$ cat src/usbifr_pkg.sv
// Purpose: Constants for the USB interface unit status register slice.
// Assumes: 32-bit AXI4-Lite register access, byte addresses as listed.
// Notes: Offsets, field positions and the line control reset value live here only.
package usbifr_pkg;
    localparam int unsigned ADDR_W = 8;
    localparam int unsigned DATA_W = 32;
    // Register byte offsets.
    localparam logic [7:0] OFS_OTG_CTRL = 8'h10;
    localparam logic [7:0] OFS_FLAGS = 8'h1c;
    localparam logic [7:0] OFS_STICKY = 8'h20;
    localparam logic [7:0] OFS_PID = 8'h2c;
    localparam logic [7:0] OFS_ENDP = 8'h30;
    localparam logic [7:0] OFS_EP_MARK = 8'h34;
    localparam logic [7:0] OFS_OTG_MASK = 8'h38;
    localparam logic [7:0] OFS_POWER = 8'h3c;
    localparam logic [7:0] OFS_DEV_ADDR = 8'h08;
    // Line control fields.
    localparam int unsigned OTG_RXRCV = 6;
    localparam int unsigned OTG_RXDM = 5;
    localparam int unsigned OTG_RXDP = 4;
    localparam int unsigned OTG_TXSE0 = 3;
    localparam int unsigned OTG_TXDATA = 2;
    localparam int unsigned OTG_TXEN_N = 1;
    localparam int unsigned OTG_FSLS = 0;
    localparam logic [3:0] OTG_CTRL_RST = 4'h2;
    // Flag fields.
    localparam int unsigned FLAG_W = 7;
    localparam int unsigned FLG_TOKEN = 6;
    localparam int unsigned FLG_SE0 = 5;
    localparam int unsigned FLG_K = 4;
    localparam int unsigned FLG_J = 3;
    localparam int unsigned FLG_CRC16 = 2;
    localparam int unsigned FLG_RXACT = 1;
    localparam int unsigned FLG_RXERR = 0;
    // Linestate encodings.
    localparam logic [1:0] LS_SE0 = 2'h0;
    localparam logic [1:0] LS_J = 2'h1;
    localparam logic [1:0] LS_K = 2'h2;
    // Widths and masks.
    localparam int unsigned PID_W = 4;
    localparam int unsigned EP_W = 4;
    localparam int unsigned EP_N = 16;
    localparam int unsigned DEVADDR_W = 7;
    localparam int unsigned POWER_W = 9;
    localparam logic [4:0] EP_MARK_OR = 5'h10;
    // AXI responses.
    localparam logic [1:0] RESP_OKAY = 2'h0;
    localparam logic [1:0] RESP_SLVERR = 2'h2;
endpackage : usbifr_pkg

$ cat src/usbifr_regs.sv
// Purpose: OTG line control, signal flags, PID/endpoint capture registers.
// Assumes: Transceiver and packet-side inputs are synchronous to aclk.
// Notes: AXI4-Lite slave, one write and one read in flight at most.
`timescale 1ns/1ps
module usbifr_regs (
    input wire logic aclk, // System clock, 10 MHz.
    input wire logic aresetn, // Synchronous reset, active low.
    input wire logic [usbifr_pkg::ADDR_W-1:0] s_axi_awaddr, // Write address.
    input wire logic s_axi_awvalid, // Write address valid.
    output logic s_axi_awready, // Write address ready.
    input wire logic [usbifr_pkg::DATA_W-1:0] s_axi_wdata, // Write data.
    input wire logic [3:0] s_axi_wstrb, // Write byte strobes.
    input wire logic s_axi_wvalid, // Write data valid.
    output logic s_axi_wready, // Write data ready.
    output logic [1:0] s_axi_bresp, // Write response.
    output logic s_axi_bvalid, // Write response valid.
    input wire logic s_axi_bready, // Write response ready.
    input wire logic [usbifr_pkg::ADDR_W-1:0] s_axi_araddr, // Read address.
    input wire logic s_axi_arvalid, // Read address valid.
    output logic s_axi_arready, // Read address ready.
    output logic [usbifr_pkg::DATA_W-1:0] s_axi_rdata, // Read data.
    output logic [1:0] s_axi_rresp, // Read response.
    output logic s_axi_rvalid, // Read data valid.
    input wire logic s_axi_rready, // Read data ready.
    input wire logic utmi_rxrcv, // Differential receive level.
    input wire logic utmi_rxdm, // D- receive level.
    input wire logic utmi_rxdp, // D+ receive level.
    input wire logic [1:0] utmi_linestate, // Line state.
    input wire logic utmi_rxactive, // Receive active.
    input wire logic utmi_rxerror, // Receive error.
    output logic utmi_txse0, // Single-ended-zero transmit.
    output logic utmi_txdata, // Serial transmit data.
    output logic utmi_txenable_n, // Transmit enable, active low.
    output logic utmi_fslsserial, // Full/low-speed serial mode.
    input wire logic pkt_start, // Pulse: a new packet begins.
    input wire logic tok_valid, // Pulse: token decoded, CRC5/PID fine.
    input wire logic [6:0] tok_addr, // Address carried by the token.
    input wire logic [3:0] tok_pid, // PID of the token.
    input wire logic [3:0] tok_ep, // Endpoint of the token.
    input wire logic pid_valid, // Pulse: a packet PID was received.
    input wire logic [3:0] pid_value, // PID of that packet.
    input wire logic crc16_fail, // Pulse: data packet failed CRC16.
    output logic rx_ep_valid, // Endpoint on receive port is valid.
    output logic [4:0] rx_ep // Endpoint toward receive port.
);
    import usbifr_pkg::*;

    // Only four bytes per register, so byte-aligned word addressing is used.
    function automatic logic [31:0] strb_merge(input logic [31:0] old_v,
                                               input logic [31:0] new_v,
                                               input logic [3:0] strb);
        logic [31:0] res;
        res = old_v;
        for (int i = 0; i < 4; i++) begin
            if (strb[i]) begin
                res[8*i +: 8] = new_v[8*i +: 8];
            end
        end
        return res;
    endfunction : strb_merge

    function automatic logic addr_known(input logic [7:0] a);
        return (a == OFS_OTG_CTRL) || (a == OFS_FLAGS) ||
            (a == OFS_STICKY) || (a == OFS_PID) || (a == OFS_ENDP) ||
            (a == OFS_EP_MARK) || (a == OFS_OTG_MASK) ||
            (a == OFS_POWER) || (a == OFS_DEV_ADDR);
    endfunction : addr_known

    logic aw_held_ff, w_held_ff, bvalid_ff, rvalid_ff;
    logic [7:0] awaddr_ff, araddr_ff;
    logic [31:0] wdata_ff, rdata_ff;
    logic [3:0] wstrb_ff;
    logic [1:0] bresp_ff, rresp_ff;
    logic [3:0] otg_ctrl_ff;
    logic [FLAG_W-1:0] flags_ff, sticky_ff;
    logic [PID_W-1:0] pid_ff;
    logic [EP_W-1:0] ep_ff;
    logic ep_valid_ff;
    logic [EP_N-1:0] ep_mark_ff;
    logic [31:0] otg_mask_ff;
    logic [POWER_W-1:0] power_ff;
    logic [DEVADDR_W-1:0] dev_addr_ff;
    logic [4:0] rx_ep_ff;
    logic rx_ep_valid_ff;

    // Write channel: address and data are captured independently.
    wire aw_take = s_axi_awvalid && s_axi_awready;
    wire w_take = s_axi_wvalid && s_axi_wready;
    wire [7:0] wr_addr = aw_held_ff ? awaddr_ff : s_axi_awaddr;
    wire [31:0] wr_data = w_held_ff ? wdata_ff : s_axi_wdata;
    wire [3:0] wr_strb = w_held_ff ? wstrb_ff : s_axi_wstrb;
    wire have_aw = aw_held_ff || aw_take;
    wire have_w = w_held_ff || w_take;
    wire wr_fire = have_aw && have_w && !bvalid_ff;
    wire wr_hit = wr_fire && addr_known(wr_addr);
    assign s_axi_awready = !aw_held_ff && !bvalid_ff;
    assign s_axi_wready = !w_held_ff && !bvalid_ff;
    assign s_axi_bvalid = bvalid_ff;
    assign s_axi_bresp = bresp_ff;

    wire wr_otg = wr_hit && (wr_addr == OFS_OTG_CTRL);
    wire wr_flags = wr_hit && (wr_addr == OFS_FLAGS);
    wire wr_sticky = wr_hit && (wr_addr == OFS_STICKY);
    wire wr_mark = wr_hit && (wr_addr == OFS_EP_MARK);
    wire wr_mask = wr_hit && (wr_addr == OFS_OTG_MASK);
    wire wr_power = wr_hit && (wr_addr == OFS_POWER);
    wire wr_dev = wr_hit && (wr_addr == OFS_DEV_ADDR);
    wire [31:0] otg_m = strb_merge({28'h0, otg_ctrl_ff}, wr_data, wr_strb);
    wire [31:0] wr_bits = strb_merge(32'h0, wr_data, wr_strb);
    // Unstrobed bytes keep their contents, so every register merges.
    // A zero fill here would silently clear the power valid bit on a
    // byte-wide write of the data field.
    wire [31:0] sticky_m = strb_merge(32'(sticky_ff), wr_data, wr_strb);
    wire [31:0] mark_m = strb_merge(32'(ep_mark_ff), wr_data, wr_strb);
    wire [31:0] power_m = strb_merge(32'(power_ff), wr_data, wr_strb);
    wire [31:0] dev_m = strb_merge(32'(dev_addr_ff), wr_data, wr_strb);

    // Write handshake state.
    always_ff @(posedge aclk) begin
        if (!aresetn) begin
            aw_held_ff <= 1'b0;
            w_held_ff <= 1'b0;
            bvalid_ff <= 1'b0;
            bresp_ff <= RESP_OKAY;
            awaddr_ff <= 8'h0;
            wdata_ff <= 32'h0;
            wstrb_ff <= 4'h0;
        end else begin
            if (aw_take) awaddr_ff <= s_axi_awaddr;
            if (w_take) begin
                wdata_ff <= s_axi_wdata;
                wstrb_ff <= s_axi_wstrb;
            end
            aw_held_ff <= have_aw && !wr_fire;
            w_held_ff <= have_w && !wr_fire;
            if (wr_fire) begin
                bvalid_ff <= 1'b1;
                bresp_ff <= addr_known(wr_addr) ? RESP_OKAY : RESP_SLVERR;
            end else if (s_axi_bready) begin
                bvalid_ff <= 1'b0;
            end
        end
    end

    // Token accepted only when addressed to this device.
    wire tok_ours = tok_valid && (tok_addr == dev_addr_ff);

    // Raw events per flag; line levels follow the live signals.
    wire [FLAG_W-1:0] flag_evt = {tok_ours,
                                  utmi_linestate == LS_SE0,
                                  utmi_linestate == LS_K,
                                  utmi_linestate == LS_J,
                                  crc16_fail,
                                  utmi_rxactive,
                                  utmi_rxerror};
    // Level-tracking flags: line states and receive signals overwrite.
    // Token and CRC flags are events, so only they wait for a packet.
    localparam logic [FLAG_W-1:0] EVENT_MASK =
        FLAG_W'((1 << FLG_TOKEN) | (1 << FLG_CRC16));
    localparam logic [FLAG_W-1:0] LEVEL_MASK = ~EVENT_MASK;
    // Sticky: set wins over a software clear arriving together.
    wire [FLAG_W-1:0] clr = wr_flags ? wr_bits[FLAG_W-1:0] : '0;
    wire [FLAG_W-1:0] sticky_nxt = (flags_ff & ~clr) | flag_evt;
    // Non-sticky: level bits track, event bits hold until next packet.
    wire [FLAG_W-1:0] pkt_keep = pkt_start ? '0 : flags_ff;
    wire [FLAG_W-1:0] plain_nxt = (LEVEL_MASK & flag_evt) |
        (~LEVEL_MASK & (pkt_keep | flag_evt));
    wire [FLAG_W-1:0] nxt_flags = (sticky_ff & sticky_nxt) |
        (~sticky_ff & plain_nxt);

    // Software-writable control and storage registers.
    always_ff @(posedge aclk) begin
        if (!aresetn) begin
            otg_ctrl_ff <= OTG_CTRL_RST;
            sticky_ff <= '0;
            ep_mark_ff <= '0;
            otg_mask_ff <= 32'h0;
            power_ff <= '0;
            dev_addr_ff <= '0;
        end else begin
            if (wr_otg) otg_ctrl_ff <= otg_m[3:0];
            if (wr_sticky) sticky_ff <= sticky_m[FLAG_W-1:0];
            if (wr_mark) ep_mark_ff <= mark_m[EP_N-1:0];
            if (wr_mask) otg_mask_ff <= strb_merge(otg_mask_ff, wr_data,
                                                   wr_strb);
            if (wr_power) power_ff <= power_m[POWER_W-1:0];
            if (wr_dev) dev_addr_ff <= dev_m[DEVADDR_W-1:0];
        end
    end

    // Flag and capture state driven by the packet side.
    always_ff @(posedge aclk) begin
        if (!aresetn) begin
            flags_ff <= '0;
            pid_ff <= '0;
            ep_ff <= '0;
            ep_valid_ff <= 1'b0;
            rx_ep_ff <= 5'h0;
            rx_ep_valid_ff <= 1'b0;
        end else begin
            flags_ff <= nxt_flags;
            if (pid_valid) pid_ff <= pid_value;
            else if (tok_ours) pid_ff <= tok_pid;
            if (tok_ours) begin
                ep_ff <= tok_ep;
                ep_valid_ff <= 1'b1;
                rx_ep_ff <= ep_mark_ff[tok_ep] ?
                    ({1'b0, tok_ep} | EP_MARK_OR) : {1'b0, tok_ep};
            end
            rx_ep_valid_ff <= tok_ours;
        end
    end

    // Transceiver drive comes straight from the control bits.
    assign utmi_txse0 = otg_ctrl_ff[OTG_TXSE0];
    assign utmi_txdata = otg_ctrl_ff[OTG_TXDATA];
    assign utmi_txenable_n = otg_ctrl_ff[OTG_TXEN_N];
    assign utmi_fslsserial = otg_ctrl_ff[OTG_FSLS];
    assign rx_ep = rx_ep_ff;
    assign rx_ep_valid = rx_ep_valid_ff;

    // Read mux; unknown addresses return zero with SLVERR.
    logic [31:0] rd_mux;
    always_comb begin
        rd_mux = 32'h0;
        case (araddr_ff)
            OFS_OTG_CTRL: begin
                rd_mux[OTG_RXRCV] = utmi_rxrcv;
                rd_mux[OTG_RXDM] = utmi_rxdm;
                rd_mux[OTG_RXDP] = utmi_rxdp;
                rd_mux[3:0] = otg_ctrl_ff;
            end
            OFS_FLAGS: rd_mux[FLAG_W-1:0] = flags_ff;
            OFS_STICKY: rd_mux[FLAG_W-1:0] = sticky_ff;
            OFS_PID: rd_mux[PID_W-1:0] = pid_ff;
            OFS_ENDP: rd_mux[EP_W:0] = {ep_valid_ff, ep_ff};
            OFS_EP_MARK: rd_mux[EP_N-1:0] = ep_mark_ff;
            OFS_OTG_MASK: rd_mux = otg_mask_ff;
            OFS_POWER: rd_mux[POWER_W-1:0] = power_ff;
            OFS_DEV_ADDR: rd_mux[DEVADDR_W-1:0] = dev_addr_ff;
            default: rd_mux = 32'h0;
        endcase
    end

    // Read channel: address taken, data answered two cycles after the handshake.
    logic ar_pend_ff;
    assign s_axi_arready = !ar_pend_ff && !rvalid_ff;
    assign s_axi_rvalid = rvalid_ff;
    assign s_axi_rdata = rdata_ff;
    assign s_axi_rresp = rresp_ff;
    always_ff @(posedge aclk) begin
        if (!aresetn) begin
            ar_pend_ff <= 1'b0;
            araddr_ff <= 8'h0;
            rvalid_ff <= 1'b0;
            rdata_ff <= 32'h0;
            rresp_ff <= RESP_OKAY;
        end else begin
            if (s_axi_arvalid && s_axi_arready) begin
                araddr_ff <= s_axi_araddr;
                ar_pend_ff <= 1'b1;
            end else if (ar_pend_ff) begin
                ar_pend_ff <= 1'b0;
                rvalid_ff <= 1'b1;
                rdata_ff <= rd_mux;
                rresp_ff <= addr_known(araddr_ff) ? RESP_OKAY : RESP_SLVERR;
            end else if (rvalid_ff && s_axi_rready) begin
                rvalid_ff <= 1'b0;
            end
        end
    end
endmodule : usbifr_regs

$ cat config.mk
export PLATFORM = sky130hd
export DESIGN_NAME = usbifr_regs
export DESIGN_NICKNAME = d
export VERILOG_FILES = /design/src/usbifr_pkg.sv /design/src/usbifr_regs.sv
export SDC_FILE = /design/constraint.sdc
export NUM_CORES = 1
export LEC_CHECK = 0
export ABC_CLOCK_PERIOD_IN_PS = 3080
export BUFFER_PORTS_ARGS = -buffer_cell sky130_fd_sc_hd__buf_4
export CAP_MARGIN = 10
export CORE_MARGIN = 4
export CORE_UTILIZATION = 61
export CTS_CLUSTER_DIAMETER = 80
export CTS_CLUSTER_SIZE = 14
export DETAILED_ROUTE_END_ITERATION = 10
export PLACE_DENSITY = 0.85
export RECOVER_POWER = 100
export REMOVE_ABC_BUFFERS = 1
export SETUP_SLACK_MARGIN = 0.3
export SLEW_MARGIN = 5
export SYNTH_ARGS = -nofsm -noshare
export SYNTH_HDL_FRONTEND = slang
export SYNTH_SLANG_ARGS = --single-unit
$ cat constraint.sdc
create_clock -name aclk -period 3.08 [get_ports aclk]
set_input_delay 0.308 -clock aclk [delete_from_list [all_inputs] [get_ports aclk]]
set_output_delay 0.308 -clock aclk [all_outputs]
set_load 0.05 [all_outputs]
Yosys cells after proc, flatten, opt, wreduce, memory -nomap -nowiden. Index checks and enable logic that the tools add are counted.

Bits in registers: 190. Input bits: 89. Output and inout port bits: 51. Word-level logic and storage cells: 146.

Order comparisons: 1. Equality and inequality tests: 21. Muxes and demuxes: 24. Bitwise operators: 10. Reductions and logical operators: 61.

Operators by type and width (number): 8-bit by 6-bit equality test with 1-bit output, second input constant (12); 4-bit one-hot mux with 9 select lines (1); 8-bit by 5-bit equality test with 1-bit output, second input constant (4); 32-bit two-way mux (1); 2-bit AND reduction (13); 7-bit bitwise AND (3); 7-bit two-way mux (3); 7-bit OR (3); 1-bit logical AND (20); 1-bit logical OR (18); 8-bit by 4-bit equality test with 1-bit output, second input constant (2); 16-bit two-way mux (1); 7-bit NOT (2); 2-bit one-hot mux with 7 select lines (1); 7-bit one-hot mux with 2 select lines (1); 4-bit two-way mux (3); 8-bit two-way mux (1); 1-bit one-hot mux with 8 select lines (1); 7-bit equality test (1); 6-bit by 7-bit OR with 7-bit output (1); 1-bit zero test (6); 1-bit two-way mux (6); 2-bit one-hot mux with 3 select lines (1); 2-bit nonzero test (3); other kinds (8) (9).

Depth between registers and ports, before layout.
Word-level depth: 18. Depth in mapped cells: 8. Mapped depth without buffers: 5.

Worst setup path before layout. No wires, ideal clock.

Path kind: register to register. Start point: reg bvalid_ff (netlist: s_axi_bvalid). End point: reg wdata_ff[11]. Library setup time: 0.070 ns. Arrival time: 2.240 ns. Data required time: 3.010 ns. Slack: 0.770 ns. Stages on the path, launching flop included: 7. Buffers on the path: 2. Clock period less this slack: 2.310 ns. Cells stage by stage: dfxtp_1 > nor2_1 > and2_1 > clkbuf_1 > buf_1 > nand2_1 > a21oi_1.

Word-level cells in the longest chain between the ends: 3.

Ends and longest elaborated chain: from (decl) (line usbifr_regs.sv:69) `logic aw_held_ff, w_held_ff, bvalid_ff, rvalid_ff;`; from (signal assigned) (line usbifr_regs.sv:123) `bvalid_ff <= 1'b0;`; from (signal assigned) (line usbifr_regs.sv:137) `bvalid_ff <= 1'b1;`; from (signal assigned) (line usbifr_regs.sv:140) `bvalid_ff <= 1'b0;`; 1-bit zero test (line usbifr_regs.sv:97) `assign s_axi_wready = !w_held_ff && !bvalid_ff;`; 1-bit logical AND (line usbifr_regs.sv:97); named net s_axi_wready (line usbifr_regs.sv:14) `output logic s_axi_wready,`; 1-bit logical AND (line usbifr_regs.sv:88) `wire w_take = s_axi_wvalid && s_axi_wready;`; to (signal assigned) (line usbifr_regs.sv:131) `wdata_ff <= s_axi_wdata;`; to (decl) (line usbifr_regs.sv:71) `logic [31:0] wdata_ff, rdata_ff;`.

The timed path passes the listed nets, and every way through them passes these cells. A chain may end at the register's enable or synchronous reset.

Final worst setup path.
Start point: reg araddr_ff[5]. End point: reg rdata_ff[2] (netlist: s_axi_rdata[2]).

Word-level cells in the longest chain between the ends: 2. Elaborated cells between the ends (all ways): 10. Classes of those cells: 9 x eq/ne; 1 x mux.

Ends and longest elaborated chain: from (decl) (line usbifr_regs.sv:70) `logic [7:0] awaddr_ff, araddr_ff;`; from (signal assigned) (line usbifr_regs.sv:260) `araddr_ff <= s_axi_araddr;`; 8-bit by 4-bit equality test with 1-bit output (tied with other cells) (line usbifr_regs.sv:226) `case (araddr_ff)`; 4-bit one-hot mux with 9 select lines (*) (line usbifr_regs.sv:226); to (signal assigned) (line usbifr_regs.sv:265) `rdata_ff <= rd_mux;`; to (decl) (line usbifr_regs.sv:71).

Every way passes the cells marked *; elsewhere a longest branch is shown, timed or not.

==> results by group <==
STA
  – Final worst slack: 0.407 ns
  – Fin crit period: 2.67 ns
  – Final period utilization: 86.8%
  – Max Fclk: 0.374 GHz
  – Max transition margin: -12.5%
  – RSZ-0062 raised after global routing: no
  – Setup violators final: 0
  – Pins Over Slew Limit: 39
  – Worst-Margin Slew: 1.69 ns
  – Setup_tns: 0 ns
  – Final hold slack: 0.0886 ns
  – Fin. Hold Viols: 0
  – Final Skew: 0.0113 ns

Route
  – DRC viols: 0
  – M1 wire length: 9420 µm
  – Met3 wire len: 1580 µm
  – Vias: 7623
  – 1st-iter DRT viols: 833
  – Avg WL per Cell: 17.3 µm
  – ANT nets after route: 0
  – First-pass iteration count of the detailed router: 6
  – Post-DR vias/cell: 5.92
  – Routed wl met2: 10900 µm
  – Final WL: 22200 µm
  – Highest Signal Layer: met4

Yosys
  – Cells after synthesis: 988
  – Ys flop type: dfxtp_1
  – Compound-cell area share of the yosys netlist: 16.3%
  – XOR/XNOR share of the synthesized area: 0.828%
  – Synth Register Bits: 184
  – Top-area cell type share of the netlist area: 43.5%
  – Post-synth EDFFs: 0
  – Synthesized cell area: 8470 µm²
  – Post-synth cell types: 62
  – Most common library cells after synthesis: nand2_1 (186), dfxtp_1 (184), a21oi_1 (95)
  – Ys Warns: 0
  – Main area contributors after synthesis: dfxtp_1 (44%), mux2i_1 (8.7%), nand2_1 (8.2%), a21oi_1 (5.6%), nor2_1 (3.2%)
  – Syn_area_per_cell: 8.57 µm²
  – Register area share after synthesis: 43.5%
  – Adder-Cell Fraction of Synth Area: 0%
  – Ys async rst share: 0%
  – Cell taking the most area after synthesis: dfxtp_1
  – Largest family of logic cells by synthesized area: simple AND/OR/NAND/NOR gates
  – Mux share of post-synthesis cell area: 12.5%
  – Count leader, synth: nand2_1
  – Simple-gate share of the synthesized area: 22.7%

Clock network
  – H-Tree Depth: 4
  – Clock Path Buffers: 2
  – CTS sink cnt: 184
  – Post CTS Setup Buffer Count: 0
  – CTS Hold Buffers Added: 0
  – TritonCTS clock tree: built
  – Clk_lat worst skew: 0.44 ns
  – TritonCTS Buffers: 17
  – CTS clk-pin slew, worst paths: 0.07 ns
  – Root Driver: clkbuf_16
  – Resize count post-CTS: 0

Die
  – Initial core utilization: 63.2%
  – Core area: 13400 µm²
  – # IOs: 140
  – Chip Width: 126 µm
  – Std-Cell Rows: 42
  – Die Span Y: 126 µm
  – Total die area: 15800 µm²

Global routing
  – Congestion Overflow GR: 0
  – Initial antenna violation count: 0
  – GRT Resource Usage Total: 27.7%
  – Largest net degree at the start of global routing: 62
  – First-pass GRT wire length: 36200 µm
  – Number of global-route vias before repair: 7269

Layout
  – Finished Cell Area: 9980 µm²
  – Multi-input gate area: 4410 µm²
  – FILL cells: 1042
  – Ratio of cells with drive above 1 in the final layout: 16.8%
  – Antenna diodes: 0
  – Final net count: 1187
  – Synthesis-to-finish area growth: 17.9%
  – Register area: 3680 µm²

Worst setup path
  – Delay-heaviest family, CP: simple AND/OR/NAND/NOR gates
  – CP dominant cell by count: clkbuf_1
  – Arrival @ worst endpoint: 3.05 ns
  – Worst endpoint required time: 3.46 ns
  – Crit Path Max Fanout: 15
  – CP Capture Type: register
  – Worst Path Buf+Inv: 2
  – Slowest CP cell: dfxtp_1
  – Crit path kind: register to register
  – CP cell instances: clkbuf_1 > nor2b_1 > and3_1 > clkbuf_1 > nand2_1 > a31oi_1 > a21o_1
  – CP startpoint kind: register
  – Max stage delay on crit path: 0.68 ns

Placement
  – Dpl ws: 0.479 ns
  – PortBufs: 137
  – Detail Placement HPWL: 15300 µm
  – Gpl congestion: 0.857
  – DP Area: 9610 µm²

Power
  – Power Total: 5.49 mW
  – Peak VDD IR: 451 µV
  – P per Cell Area: 551 nW/µm²
  – Leak: 3.92 nW

Outcome
  – Status: finished with violations
  – Failing checks: capacitance limit, slew limit

Run
  – Max Cap Violations: 1

Hold path
  – Worst min path class: primary input to register
-- kinds of logic after synthesis --
logic type,count (synthesis)
other,1
buffers and inverters,89
multiplexers,97
AND/OR/NAND/NOR,394
flip-flops,184
AO/OA/AOI/OAI,215
XOR/XNOR,8
-- state kept, by name, summed over array words and instances, names as in the netlist, 4 cells and up --
| name | flops |
|---|---|
| power_ff | 9 |
| otg_mask_ff | 32 |
| otg_ctrl_ff | 4 |
| wstrb_ff | 4 |
| ep_mark_ff | 16 |
| araddr_ff | 8 |
| wdata_ff | 32 |
| awaddr_ff | 8 |
| s_axi_rdata | 32 |
| dev_addr_ff | 7 |
| pid_ff | 4 |
| sticky_ff | 7 |
| flags_ff | 7 |
-- cell type report --
| cell class | instances | share of cell area (%) |
|---|---|---|
| repair buffers | 157 | 9.63 |
| clock buffers | 18 | 4.40 |
| multi-input cells | 716 | 44.2 |
| flip-flops and latches | 184 | 36.9 |
| clock inverters | 14 | 1.87 |
| well taps | 176 | 2.21 |
| inverters | 22 | 0.828 |
-- placed cells by master, fill, tap and decap left out, types with 5 or more instances in the layout --
cell	count
a21oi_1	95
a22o_1	11
a22oi_1	7
a31o_2	6
a31oi_1	25
and3_1	5
and3b_1	6
buf_4	98
clkbuf_1	56
clkbuf_16	17
dfxtp_1	184
inv_1	22
inv_6	5
mux2_2	18
mux2i_1	74
mux4_2	5
nand2_1	186
nand2b_1	7
nand3_1	17
nand4_1	6
nor2_1	72
nor2b_1	27
nor3_1	14
nor3b_1	24
o21a_1	6
o21ai_0	26
o221a_2	16
xnor2_1	7
-- routing by layer --
layer | global-route usage, % | up-vias
li1 | - | 3681
met1 | 36.5 | 3605
met2 | 45.8 | 298
met3 | 5.63 | 39
met4 | 8.83 | 0
met5 | 0 | -
-- final timing paths --
kind,startpoint,to,slack [ns],depth (start not counted)
max,araddr_ff[5],s_axi_rdata[2],0.41,7
min,utmi_rxerror,flags_ff[0],0.09,2
max reg2reg,araddr_ff[5],s_axi_rdata[2],0.41,7
min reg2reg,wdata_ff[24],wdata_ff[24],0.46,2
-- stage by stage --
step,utilization [%],std cells
3_5_place_dp,71.7,1255
5_1_grt,74.5,1287
6_report,74.5,1287
3_3_place_gp,71.7,1255
2_1_floorplan,-,922
4_1_cts,76.4,1287
-- report_power, final --
group	internal [mW]	leakage [nW]	switching (mW)
registers	2.45	1.49	0.0743
logic	0.250	2.12	0.413
clock network	1.32	0.306	0.985
(Power assumes the default switching activity.)
